File: src/inc/usart_slice_pkg.sv
package usart_slice_pkg;
  // register byte offsets
  localparam logic [7:0] core_control_off       = 8'h00;
  localparam logic [7:0] line_control_two_off   = 8'h04;
  localparam logic [7:0] line_control_three_off = 8'h08;
  localparam logic [7:0] slice_status_off       = 8'h1c;

  // core_control fields
  localparam int unit_enable_bit = 0;
  localparam int rx_enable_bit   = 2;
  localparam int tx_enable_bit   = 3;

  // line_control_two fields
  localparam int node_address_low_lsb  = 24;
  localparam int node_address_high_lsb = 28;
  localparam int node_address_w        = 4;

  // line_control_three fields
  localparam int error_irq_enable_bit        = 0;
  localparam int half_duplex_enable_bit      = 3;
  localparam int dma_receive_enable_bit      = 6;
  localparam int dma_transmit_enable_bit     = 7;
  localparam int request_to_send_enable_bit  = 8;
  localparam int clear_to_send_enable_bit    = 9;

  // slice_status fields
  localparam int char_match_flag_bit    = 0;
  localparam int framing_error_flag_bit = 1;
  localparam int overrun_error_flag_bit = 2;
  localparam int noise_error_flag_bit   = 3;
  localparam int wake_seen_bit          = 4;
  localparam int rts_level_bit          = 8;
  localparam int cts_level_bit          = 9;
  localparam int fifo_full_bit          = 10;
  localparam int fifo_empty_bit         = 11;

  // writable masks, reserved bits read as zero
  localparam logic [31:0] core_control_mask       = 32'h0000_000d;
  localparam logic [31:0] line_control_two_mask   = 32'hff00_0000;
  localparam logic [31:0] line_control_three_mask = 32'h0000_03c9;
  localparam logic [31:0] sticky_flag_mask        = 32'h0000_001f;

  // reset values
  localparam logic [31:0] core_control_rst       = 32'h0000_0000;
  localparam logic [31:0] line_control_two_rst   = 32'h0000_0000;
  localparam logic [31:0] line_control_three_rst = 32'h0000_0000;

  // receive buffer shape
  localparam int rx_fifo_depth = 32;
  localparam int char_width    = 8;
endpackage

File: src/rtl/node_address_match.sv
`timescale 1ns/1ps
module node_address_match
  import usart_slice_pkg::*;
(
  // received character
  input  wire logic [char_width-1:0]     char_i,
  input  wire logic                      char_valid_i,
  input  wire logic                      mute_i,
  // node address fields
  input  wire logic [node_address_w-1:0] node_address_low_i,
  input  wire logic [node_address_w-1:0] node_address_high_i,
  // results
  output logic                           char_match_o,
  output logic                           wake_o
);
  logic [char_width-1:0] node_byte;

  assign node_byte = {node_address_high_i, node_address_low_i};

  // character detection in normal reception, mute off
  assign char_match_o = char_valid_i & ~mute_i & (char_i == node_byte);

  // 7-bit address mark: top bit set, lower seven against node address
  assign wake_o = char_valid_i & mute_i & char_i[char_width-1] &
                  (char_i[char_width-2:0] == node_byte[char_width-2:0]);
endmodule

File: src/rtl/rx_char_fifo.sv
`timescale 1ns/1ps
module rx_char_fifo #(
  parameter int WIDTH = 8,
  parameter int DEPTH = 32
) (
  // clock and reset
  input  wire logic             core_clk_i,
  input  wire logic             rst_b_i,
  input  wire logic             ce_i,
  // fill side
  input  wire logic             in_valid_i,
  output logic                  in_ready_o,
  input  wire logic [WIDTH-1:0] in_data_i,
  // drain side
  output logic                  out_valid_o,
  input  wire logic             out_ready_i,
  output logic      [WIDTH-1:0] out_data_o,
  // fill state
  output logic                  full_o,
  output logic                  empty_o
);
  localparam int AW = $clog2(DEPTH);

  // refuse shapes the pointer logic cannot serve
  if (WIDTH < 1 || DEPTH < 2 || (1 << AW) != DEPTH) begin : g_bad_shape
    $error("rx_char_fifo: DEPTH must be a power of two >= 2, WIDTH >= 1");
  end

  logic [WIDTH-1:0] mem_reg [DEPTH];
  logic [AW:0]      wr_ptr_reg;
  logic [AW:0]      rd_ptr_reg;
  logic             push;
  logic             pop;

  // full when pointers differ only in the wrap bit
  assign full_o      = (wr_ptr_reg[AW] != rd_ptr_reg[AW]) &&
                       (wr_ptr_reg[AW-1:0] == rd_ptr_reg[AW-1:0]);
  assign empty_o     = (wr_ptr_reg == rd_ptr_reg);
  assign in_ready_o  = ~full_o;
  assign out_valid_o = ~empty_o;
  assign push        = ce_i & in_valid_i & ~full_o;
  assign pop         = ce_i & out_ready_i & ~empty_o;
  assign out_data_o  = mem_reg[rd_ptr_reg[AW-1:0]];

  // storage
  always_ff @(posedge core_clk_i) begin
    if (push) begin
      mem_reg[wr_ptr_reg[AW-1:0]] <= in_data_i;
    end
  end

  // pointers
  always_ff @(posedge core_clk_i) begin
    if (!rst_b_i) begin
      wr_ptr_reg <= '0;
      rd_ptr_reg <= '0;
    end else begin
      if (push) begin
        wr_ptr_reg <= wr_ptr_reg + 1'b1;
      end
      if (pop) begin
        rd_ptr_reg <= rd_ptr_reg + 1'b1;
      end
    end
  end
endmodule

File: src/rtl/usart_addr_match_flow_ctrl.sv
// Summary of operation
// - normal reception: character equal address sets match
// - node address fields give 7-bit wake address
// - address fields writable only receiver or unit off
// - error enable gates framing/overrun/noise interrupt
// - half-duplex bit, writable only unit disabled
// - dma requests gated by their enable bits
// - rts low only while buffer has room
// - start character only while cts low
// - cts high: finish character, hold; bit locked
`timescale 1ns/1ps
module usart_addr_match_flow_ctrl
  import usart_slice_pkg::*;
#(
  parameter int FIFO_DEPTH = rx_fifo_depth
) (
  // clock, reset, enable
  input  wire logic                  core_clk_i,
  input  wire logic                  rst_b_i,
  input  wire logic                  ce_i,
  // wishbone slave
  input  wire logic                  wb_cyc_i,
  input  wire logic                  wb_stb_i,
  input  wire logic                  wb_we_i,
  input  wire logic [7:0]            wb_adr_i,
  input  wire logic [3:0]            wb_sel_i,
  input  wire logic [31:0]           wb_dat_i,
  output logic      [31:0]           wb_dat_o,
  output logic                       wb_ack_o,
  // receiver side of the unit
  input  wire logic                  rx_valid_i,
  output logic                       rx_ready_o,
  input  wire logic [char_width-1:0] rx_data_i,
  input  wire logic                  mute_i,
  input  wire logic                  framing_error_i,
  input  wire logic                  overrun_error_i,
  input  wire logic                  noise_error_i,
  // receive buffer drain
  output logic                       rxb_valid_o,
  input  wire logic                  rxb_ready_i,
  output logic      [char_width-1:0] rxb_data_o,
  // transmitter side of the unit
  input  wire logic                  tx_pending_i,
  input  wire logic                  tx_busy_i,
  input  wire logic                  tx_empty_i,
  output logic                       tx_start_o,
  // line flow control pins
  input  wire logic                  cts_b_i,
  output logic                       rts_b_o,
  // dma, interrupt, mode and wake
  output logic                       rx_dma_req_o,
  output logic                       tx_dma_req_o,
  output logic                       error_irq_o,
  output logic                       half_duplex_o,
  output logic                       wake_o
);
  if (FIFO_DEPTH < 2) begin : g_bad_depth
    $error("usart_addr_match_flow_ctrl: FIFO_DEPTH must be at least 2");
  end

  // registers
  logic [31:0] core_control_reg;
  logic [31:0] line_control_two_reg;
  logic [31:0] line_control_three_reg;
  logic [31:0] flags_reg;
  logic [31:0] flags_next;
  logic [31:0] rd_data_next;
  logic [31:0] wb_dat_reg;
  logic        ack_reg;
  logic        rts_b_reg;

  // bus decode
  logic        bus_req;
  logic        wr_strobe;
  logic        rd_strobe;
  logic [31:0] lane_mask;
  logic        hit_core;
  logic        hit_two;
  logic        hit_three;
  logic        hit_status;

  // derived control
  logic        unit_enable;
  logic        rx_enable;
  logic        tx_enable;
  logic        addr_lock;
  logic        unit_lock;
  logic [31:0] three_mask;
  logic [31:0] two_mask;

  // datapath
  logic        fifo_full;
  logic        fifo_empty;
  logic        fifo_in_ready;
  logic        rx_take;
  logic        match_evt;
  logic        wake_evt;
  logic        cts_ok;

  // one slave access per request, ack drops the cycle after
  assign bus_req   = wb_cyc_i & wb_stb_i & ~ack_reg;
  assign wr_strobe = ce_i & bus_req & wb_we_i;
  assign rd_strobe = ce_i & bus_req & ~wb_we_i;

  assign hit_core   = (wb_adr_i == core_control_off);
  assign hit_two    = (wb_adr_i == line_control_two_off);
  assign hit_three  = (wb_adr_i == line_control_three_off);
  assign hit_status = (wb_adr_i == slice_status_off);

  // byte lane enables widened to a bit mask
  for (genvar lane = 0; lane < 4; lane++) begin : g_lane
    assign lane_mask[lane*8 +: 8] = {8{wb_sel_i[lane]}};
  end

  // enables of the wider unit
  assign unit_enable = core_control_reg[unit_enable_bit];
  assign rx_enable   = core_control_reg[rx_enable_bit];
  assign tx_enable   = core_control_reg[tx_enable_bit];

  // write locks
  assign addr_lock = unit_enable & rx_enable;
  assign unit_lock = unit_enable;

  // address field write mask follows the receiver/unit state
  assign two_mask = addr_lock ? 32'h0000_0000 : line_control_two_mask;

  // locked bits drop out of the mask while the unit runs
  always_comb begin
    three_mask = line_control_three_mask;
    if (unit_lock) begin
      three_mask[half_duplex_enable_bit]     = 1'b0;
      three_mask[clear_to_send_enable_bit]   = 1'b0;
      three_mask[request_to_send_enable_bit] = 1'b0;
    end
  end

  // core control register
  always_ff @(posedge core_clk_i) begin
    if (!rst_b_i) begin
      core_control_reg <= core_control_rst;
    end else if (wr_strobe && hit_core) begin
      core_control_reg <= (core_control_reg & ~(lane_mask & core_control_mask)) |
                          (wb_dat_i & lane_mask & core_control_mask);
    end
  end

  // node address register
  always_ff @(posedge core_clk_i) begin
    if (!rst_b_i) begin
      line_control_two_reg <= line_control_two_rst;
    end else if (wr_strobe && hit_two) begin
      line_control_two_reg <= (line_control_two_reg & ~(lane_mask & two_mask)) |
                              (wb_dat_i & lane_mask & two_mask);
    end
  end

  // interrupt, mode, dma and flow control enables
  always_ff @(posedge core_clk_i) begin
    if (!rst_b_i) begin
      line_control_three_reg <= line_control_three_rst;
    end else if (wr_strobe && hit_three) begin
      line_control_three_reg <= (line_control_three_reg & ~(lane_mask & three_mask)) |
                                (wb_dat_i & lane_mask & three_mask);
    end
  end

  // receive buffer, back pressure reaches the receiver
  rx_char_fifo #(
    .WIDTH (char_width),
    .DEPTH (FIFO_DEPTH)
  ) u_rx_fifo (
    .core_clk_i  (core_clk_i),
    .rst_b_i     (rst_b_i),
    .ce_i        (ce_i),
    .in_valid_i  (rx_take),
    .in_ready_o  (fifo_in_ready),
    .in_data_i   (rx_data_i),
    .out_valid_o (rxb_valid_o),
    .out_ready_i (rxb_ready_i),
    .out_data_o  (rxb_data_o),
    .full_o      (fifo_full),
    .empty_o     (fifo_empty)
  );

  // only an enabled receiver delivers characters
  assign rx_ready_o = fifo_in_ready & unit_enable & rx_enable;
  assign rx_take    = rx_valid_i & rx_ready_o;

  // address comparison on each accepted character
  node_address_match u_match (
    .char_i              (rx_data_i),
    .char_valid_i        (rx_take),
    .mute_i              (mute_i),
    .node_address_low_i  (line_control_two_reg[node_address_low_lsb +: node_address_w]),
    .node_address_high_i (line_control_two_reg[node_address_high_lsb +: node_address_w]),
    .char_match_o        (match_evt),
    .wake_o              (wake_evt)
  );

  assign wake_o = ce_i & wake_evt;

  // sticky flags: set wins over a write-one clear in the same cycle
  always_comb begin
    flags_next = flags_reg;
    if (wr_strobe && hit_status) begin
      flags_next = flags_next & ~(wb_dat_i & lane_mask & sticky_flag_mask);
    end
    if (match_evt) begin
      flags_next[char_match_flag_bit] = 1'b1;
    end
    if (framing_error_i) begin
      flags_next[framing_error_flag_bit] = 1'b1;
    end
    if (overrun_error_i) begin
      flags_next[overrun_error_flag_bit] = 1'b1;
    end
    if (noise_error_i) begin
      flags_next[noise_error_flag_bit] = 1'b1;
    end
    if (wake_evt) begin
      flags_next[wake_seen_bit] = 1'b1;
    end
  end

  // flag storage
  always_ff @(posedge core_clk_i) begin
    if (!rst_b_i) begin
      flags_reg <= 32'h0000_0000;
    end else if (ce_i) begin
      flags_reg <= flags_next;
    end
  end

  // error interrupt level while any error flag stands
  assign error_irq_o = line_control_three_reg[error_irq_enable_bit] &
                       (flags_reg[framing_error_flag_bit] |
                        flags_reg[overrun_error_flag_bit] |
                        flags_reg[noise_error_flag_bit]);

  assign half_duplex_o = line_control_three_reg[half_duplex_enable_bit];

  // dma requests
  assign rx_dma_req_o = line_control_three_reg[dma_receive_enable_bit] & rxb_valid_o;
  assign tx_dma_req_o = line_control_three_reg[dma_transmit_enable_bit] &
                        unit_enable & tx_enable & tx_empty_i;

  // rts: low while the receive buffer has room and the receiver is enabled, registered pin
  always_ff @(posedge core_clk_i) begin
    if (!rst_b_i) begin
      rts_b_reg <= 1'b1;
    end else if (ce_i) begin
      if (line_control_three_reg[request_to_send_enable_bit]) begin
        rts_b_reg <= fifo_full | ~(unit_enable & rx_enable);
      end else begin
        rts_b_reg <= 1'b0;
      end
    end
  end

  assign rts_b_o = rts_b_reg;

  // a new character starts only with cts low; one in flight finishes
  assign cts_ok     = ~line_control_three_reg[clear_to_send_enable_bit] | ~cts_b_i;
  assign tx_start_o = ce_i & unit_enable & tx_enable & tx_pending_i &
                      ~tx_busy_i & cts_ok;

  // read mux, unmapped offsets read zero
  always_comb begin
    rd_data_next = 32'h0000_0000;
    if (hit_core) begin
      rd_data_next = core_control_reg & core_control_mask;
    end else if (hit_two) begin
      rd_data_next = line_control_two_reg & line_control_two_mask;
    end else if (hit_three) begin
      rd_data_next = line_control_three_reg & line_control_three_mask;
    end else if (hit_status) begin
      rd_data_next = flags_reg & sticky_flag_mask;
      rd_data_next[rts_level_bit]  = rts_b_reg;
      rd_data_next[cts_level_bit]  = cts_b_i;
      rd_data_next[fifo_full_bit]  = fifo_full;
      rd_data_next[fifo_empty_bit] = fifo_empty;
    end
  end

  // registered read data
  always_ff @(posedge core_clk_i) begin
    if (!rst_b_i) begin
      wb_dat_reg <= 32'h0000_0000;
    end else if (rd_strobe) begin
      wb_dat_reg <= rd_data_next;
    end
  end

  // acknowledge one cycle after the request, every offset answered
  always_ff @(posedge core_clk_i) begin
    if (!rst_b_i) begin
      ack_reg <= 1'b0;
    end else if (ce_i) begin
      ack_reg <= bus_req;
    end
  end

  assign wb_ack_o = ack_reg;
  assign wb_dat_o = wb_dat_reg;
endmodule

File: config.mk
export PLATFORM = sky130hd
export DESIGN_NAME = usart_addr_match_flow_ctrl
export DESIGN_NICKNAME = d
export VERILOG_FILES = /design/src/inc/usart_slice_pkg.sv /design/src/rtl/node_address_match.sv /design/src/rtl/rx_char_fifo.sv /design/src/rtl/usart_addr_match_flow_ctrl.sv
export SDC_FILE = /design/constraint.sdc
export NUM_CORES = 1
export LEC_CHECK = 0
export BUFFER_PORTS_ARGS = -buffer_cell sky130_fd_sc_hd__buf_2
export CAP_MARGIN = 20
export CORE_UTILIZATION = 50
export CTS_BUF_LIST = sky130_fd_sc_hd__clkbuf_8
export CTS_CLUSTER_DIAMETER = 80
export DETAILED_ROUTE_END_ITERATION = 8
export PLACE_DENSITY = 0.69
export SYNTH_ARGS = -nofsm -noshare
export SYNTH_HDL_FRONTEND = slang
export SYNTH_SLANG_ARGS = --single-unit
File: constraint.sdc
create_clock -name core_clk_i -period 3.2 [get_ports core_clk_i]
set_input_delay 0.96 -clock core_clk_i [delete_from_list [all_inputs] [get_ports core_clk_i]]
set_output_delay 0.96 -clock core_clk_i [all_outputs]
set_load 0.005 [all_outputs]
==> results.toml, run 1 <==
[clock_network]
clkLatencyLatePin_ns = 0.56
cts-root-buf = "clkbuf_8"
cts_buffers = 49
htree_levels = 2
cts.clk_slew.worst_paths_ns = 0.06
hold_buffers = 0
tritoncts = "built"
cts_max_path_buffers = 3
clock-sinks = 316

[outcome]
status = "finished with violations"
violations = "setup timing"

[pwr]
clock_power_share = 0.408
switchingPower_uw = 1580
ir_drop_mv = 0.265
cell_internal_pwr_uw = 6180
combPwrFrac = 0.019
switching_share = 0.204
leakage_uw = 0.00516
p_seq_frac = 0.572
p_total_uw = 7760
power_density_mw_per_mm2 = 521

[final_layout]
areaGrowthSynthToFinish_pct = 17.9
seq_area_mm2 = 0.00889
drive_gt1_frac = 0.338
largest_reg_flops = 256
layout_common_cells = "256 x edfxtp_1, 80 x mux4_2, 80 x buf_2"
final_area_mm2 = 0.0149
num-nets-final = 957
layout_commonest_cell = "edfxtp_1"
fill_cells = 1802
multi_input_area_mm2 = 0.00354

[detailed_routing]
vias = 7042
postRouteAntennaNets = 0
drt_first_pass_iters = 7
drc = 0
wl_mm = 27.1
drt-vias-per-instance = 5.64
drtIter0Drc = 603
wl_per_cell_um = 21.7

[setup_path]
critPathKind = "reg -> out"
start_kind = "flip-flop"
critical_path_buf_inv_count = 3
critical_path.cell_chain = "buf_12 > clkbuf_16 > mux4_2 > mux4_2 > mux2_4 > buf_6"
cp.arrival_ns = 2.71
path_max_fanout = 8
crit_family = "multiplexers"
end_kind = "output pin"
required_ns = 2.24
worstReg2RegStart = "u_rx_fifo.wr_ptr_reg[2]"
cpMostUsedCell = "mux4_2"
cp_slowest_cell = "mux4_2"
max_stage_delay_ns = 0.55

[floorplan]
coreArea_mm2 = 0.0245
initial_utilization = 0.515
fp.dieW_um = 161
die_area_mm2 = 0.0259
rows = 57
io_pins = 118
chipHeight_um = 161

[global_route]
grt_start_max_net_pins = 54
antenna_found_initial = 1
grt_pass1_wl_mm = 41.0
overflow = 0
grt_usage = 0.211
grt_pass1_vias = 7165

[timing]
slew_viol_final = 0
setup_viol = 8
max_slew.worst_pin.slew_ns = 0.570
finalCritPeriodShare = 1.15
fmax_mhz = 273
worst_slack_ns = -0.466
slew-limit-headroom = 0.617
finalHoldViolations = 0
clock_skew_ns = 0.0252
rsz0062_at_grt = "true"
setup-tns-final_ns = -3.54
period_needed_ns = 3.67

[placement]
portBuffers = 88
place_hpwl_mm = 17.9
place_area_mm2 = 0.0137
gp_congestion = 0.857
dp_slack_ns = -0.0737

[hold_path]
min_from = "flags_reg[0]"
hold_class = "reg -> reg"

[job]
drv_cap = 0

[synth]
synthFlopType = "edfxtp_1"
synth-seq-area-share = 0.703
syn_area_mm2 = 0.0126
synth_edf_count = 256
synthArstFlopShare = 0
avgSynthCellArea_um2 = 17.5
netlist_instances = 723
ys_ff_latch = 316
ys.warnings.count = 0
yosys.cell_types.count = 53
[worst min-delay path: cells and delay by family, from the launching register on]
family	cells	cell delay (ns)
AO/OA/AOI/OAI	1	0.05
flip-flops	1	0.31
AND/OR/NAND/NOR	1	0.06
[synth_stat cells, drive strengths merged, types with 2 or more instances]
master,instances,area [um2]
buf,28,191
mux2,8,90.1
xor2,8,70.1
o31a,2,17.5
ha,5,62.6
o21a,2,15.0
or3b,3,26.3
or4,4,30.0
nor4b,2,17.5
nand2b,6,37.5
or4b,2,23.8
edfxtp,256,7690
nand3,16,80.1
a21oi,15,75.1
clkbuf,23,86.3
xnor2,10,87.6
a22oi,11,82.6
and4,2,17.5
nor2,78,298
nand2,29,109
mux2i,21,210
nor4,3,18.8
inv,7,26.3
or3,6,37.5
mux4,80,1800
or2,3,18.8
o21ai,5,25.0
nor3,6,35.0
and3,3,18.8
dfxtp,60,1200
a311oi,3,26.3
a31oi,2,12.5
[path summary, 6_finish.rpt]
| path | cells past startpoint | end | slack, ns |
|---|---|---|---|
| hold reg to reg | 2 | flags_reg[0] | 0.46 |
| hold / removal | 2 | flags_reg[0] | 0.46 |
| setup reg to reg | 7 | u_rx_fifo.mem_reg[27][2] | 0.75 |
| setup / recovery | 6 | rxb_data_o[6] | -0.47 |
[per-layer routing]
metal	up-vias	GRT usage	part of all wire
met5	-	0	0
met4	0	0.0583	0.014
met3	33	0.0480	0.080
met2	314	0.343	0.49
met1	3547	0.288	0.42
li1	3148	-	-
[repair_timing]
action                     CTS  global route
hold endpoints to repair     0             0
buffers inserted             0             6
setup endpoints to repair    9            10
gates cloned                 0             4
resized for setup           18             1
pin swaps                    0             1
[power groups by stage]
stage / sequential (uW) / clock, uW / combinational (uW)
after global placement: 4530 / 0 / 138
after global routing: 4440 / 3410 / 163
after floorplan: 4530 / 0 / 49.7
final: 4440 / 3170 / 150
after CTS: 4440 / 3240 / 149
after detailed placement: 4530 / 0 / 148
[logic make-up (layout without fill, tap and decap cells)]
| kind of cell | count (synthesis) | in the layout | synth area share |
|---|---|---|---|
| buffers and inverters | 58 | 247 | 0.0240 |
| muxes | 109 | 109 | 0.166 |
| AOI/OAI and AO/OA | 48 | 48 | 0.0252 |
| xor gates and xnor gates | 18 | 18 | 0.0125 |
| adders and majority gates | 5 | 5 | 0.00495 |
| other | 1 | 14 | 0.000297 |
| DFF | 316 | 316 | 0.703 |
| and+or+nand+nor | 168 | 168 | 0.0636 |
[final cells by class]
type | count | share of cell area
antenna | 1 | 0.000168
clock buffer | 53 | 0.0489
clock inverter | 38 | 0.0144
inverter | 7 | 0.00176
multi-input combinational | 361 | 0.238
sequential | 316 | 0.597
tap | 324 | 0.0272
timing repair buffer | 149 | 0.0734
[stage by stage]
step                      hold slack, ns  utilization  std cells
final                              0.464        0.608       1249
after global routing               0.486        0.607       1248
after CTS                          0.466        0.601       1238
after detailed placement           0.458        0.559       1147
after global placement             0.444        0.559       1147
after floorplan                    0.432            -        735
Power figures use the tool's default switching activity.
==> run 2, diff against run 1 <==
Settings changed: REMOVE_ABC_BUFFERS set to 1, SLEW_MARGIN set to 20.
==> run 2 against run 1 <==
Net effect:
- the run still ends with setup timing left
- count of clock-buffer cells in the layout unchanged
- sequential power barely moved
- non-clock buffer count rose by 2
- worst hold slack better by 0.020 ns
- core utilization rose by 0.066 points
- global-route usage up 0.75 points
==> results.toml, run 2 (synthesis gave the netlist of run 1 again) <==
[floorplan]
rows = 57
fp.dieW_um = 161
initial_utilization = 0.515
coreArea_mm2 = 0.0245
die_area_mm2 = 0.0259
io_pins = 118
chipHeight_um = 161

[clock_network]
clock-sinks = 316
cts_buffers = 49
cts_max_path_buffers = 3
cts.clk_slew.worst_paths_ns = 0.06
htree_levels = 2
cts-root-buf = "clkbuf_8"
tritoncts = "built"
clkLatencyLatePin_ns = 0.56
hold_buffers = 0

[timing]
max_slew.worst_pin.slew_ns = 0.678
period_needed_ns = 3.66
slew-limit-headroom = 0.544
rsz0062_at_grt = "true"
whs_ns = 0.484
finalCritPeriodShare = 1.14
finalHoldViolations = 0
slew_viol_final = 0
fmax_mhz = 274
setup_viol = 8
worst_slack_ns = -0.456
clock_skew_ns = 0.0343

[hold_path]
hold_class = "reg -> reg"

[final_layout]
drive_gt1_frac = 0.338
layout_commonest_cell = "edfxtp_1"
layout_common_cells = "256 x edfxtp_1, 80 x mux4_2, 76 x nor2_1, 76 x buf_2, 57 x dfxtp_1"
multi_input_area_mm2 = 0.00353
fill_cells = 1839
seq_area_mm2 = 0.00889
num-nets-final = 959
final_area_mm2 = 0.0149
areaGrowthSynthToFinish_pct = 18.0
largest_reg_flops = 256
antenna_cells = 0

[placement]
gp_congestion = 0.877
portBuffers = 88
place_area_mm2 = 0.0138
place_hpwl_mm = 18.1

[setup_path]
path_max_fanout = 8
required_ns = 2.24
critPathKind = "reg -> out"
end_kind = "output pin"
cp.arrival_ns = 2.70
start_kind = "flip-flop"

[pwr]
p_seq_frac = 0.585
ir_drop_mv = 0.269
leakage_uw = 0.00516
switching_share = 0.208
cell_internal_pwr_uw = 6010
power_density_mw_per_mm2 = 509
combPwrFrac = 0.020
switchingPower_uw = 1580
clock_power_share = 0.395

[detailed_routing]
postRouteAntennaNets = 0
drt_first_pass_iters = 5
wl_mm = 27.5
drc = 0
wl_per_cell_um = 22.0
drt-vias-per-instance = 5.71
drtIter0Drc = 568
vias = 7141

[outcome]
violations = "setup timing"
status = "finished with violations"

[global_route]
grt_pass1_wl_mm = 42.3
overflow = 0
grt_pass1_vias = 7373
antenna_found_initial = 0
grt_usage = 0.218
grt_start_max_net_pins = 40

[job]
drv_cap = 0
run 2: changes by cell type in the layout (fill, tap and decap cells not counted), moves of 2 or more:
cell / before / now
buf_6: 8 / 12
buf_2: 80 / 76
bufinv_16: 2 / 0
clkinv_2: 2 / 6
buf_12: 6 / 8
buf_16: 0 / 2
run 2: routing by layer:
layer	vias to the layer above	GRT usage	wire length [um]
met5	-	0	0
met4	0	0.0587	452
met3	41	0.0480	2140
li1	3150	-	-
met1	3632	0.306	11700
met2	318	0.349	13200
run 2: layout make-up:
cell class	instances	share of cell area
Multi-Input combinational cell	361	0.237
Clock buffer	53	0.0489
Sequential cell	316	0.596
Timing Repair Buffer	151	0.0792
Inverter	7	0.00176
Clock inverter	38	0.0104
Tap cell	324	0.0272
run 2: timing repair:
item | CTS | global route
gates cloned | 2 | 3
setup buffers | 3 | 0
gates resized for setup | 8 | 23
endpoints found under the setup margin | 9 | 9
pin swaps | 2 | 0
run 2: critical path, cell delays in order, from the launching register on:
cell     delay [ns]
dfxtp_4        0.36
buf_12         0.17
buf_16         0.15
mux4_2         0.52
mux4_2         0.51
mux2_4         0.31
buf_6          0.12
run 2: worst paths after layout:
check	start	to	slack, ns	cells after the start
worst min-delay path	flags_reg[0]	flags_reg[0]	0.48	2
worst max register to register	u_rx_fifo.wr_ptr_reg[1]	u_rx_fifo.mem_reg[9][0]	0.80	7
worst min register to register	flags_reg[0]	flags_reg[0]	0.48	2
worst max-delay path	flip-flop	rxb_data_o[1]	-0.46	6
run 2: per-stage QoR:
step	util	setup TNS (ns)	instances	setup WS (ns)	power (uW)
final	0.608	-3.55	1250	-0.456	7590
after global routing	0.608	-4.18	1250	-0.540	7850
after CTS	0.602	-4.02	1248	-0.527	7650
after detailed placement	0.561	-0.168	1152	-0.168	4680
after global placement	0.561	-0.199	1152	-0.199	4670
after floorplan	-	-14.92	684	-1.87	4560
run 2: power by group through the flow:
stage	sequential [uW]	clock (uW)	combinational, uW
3_5_place_dp	4530	0	152
4_1_cts	4440	3050	154
3_3_place_gp	4530	0	141
2_1_floorplan	4530	0	31.6
5_1_grt	4440	3240	169
6_report	4440	3000	155
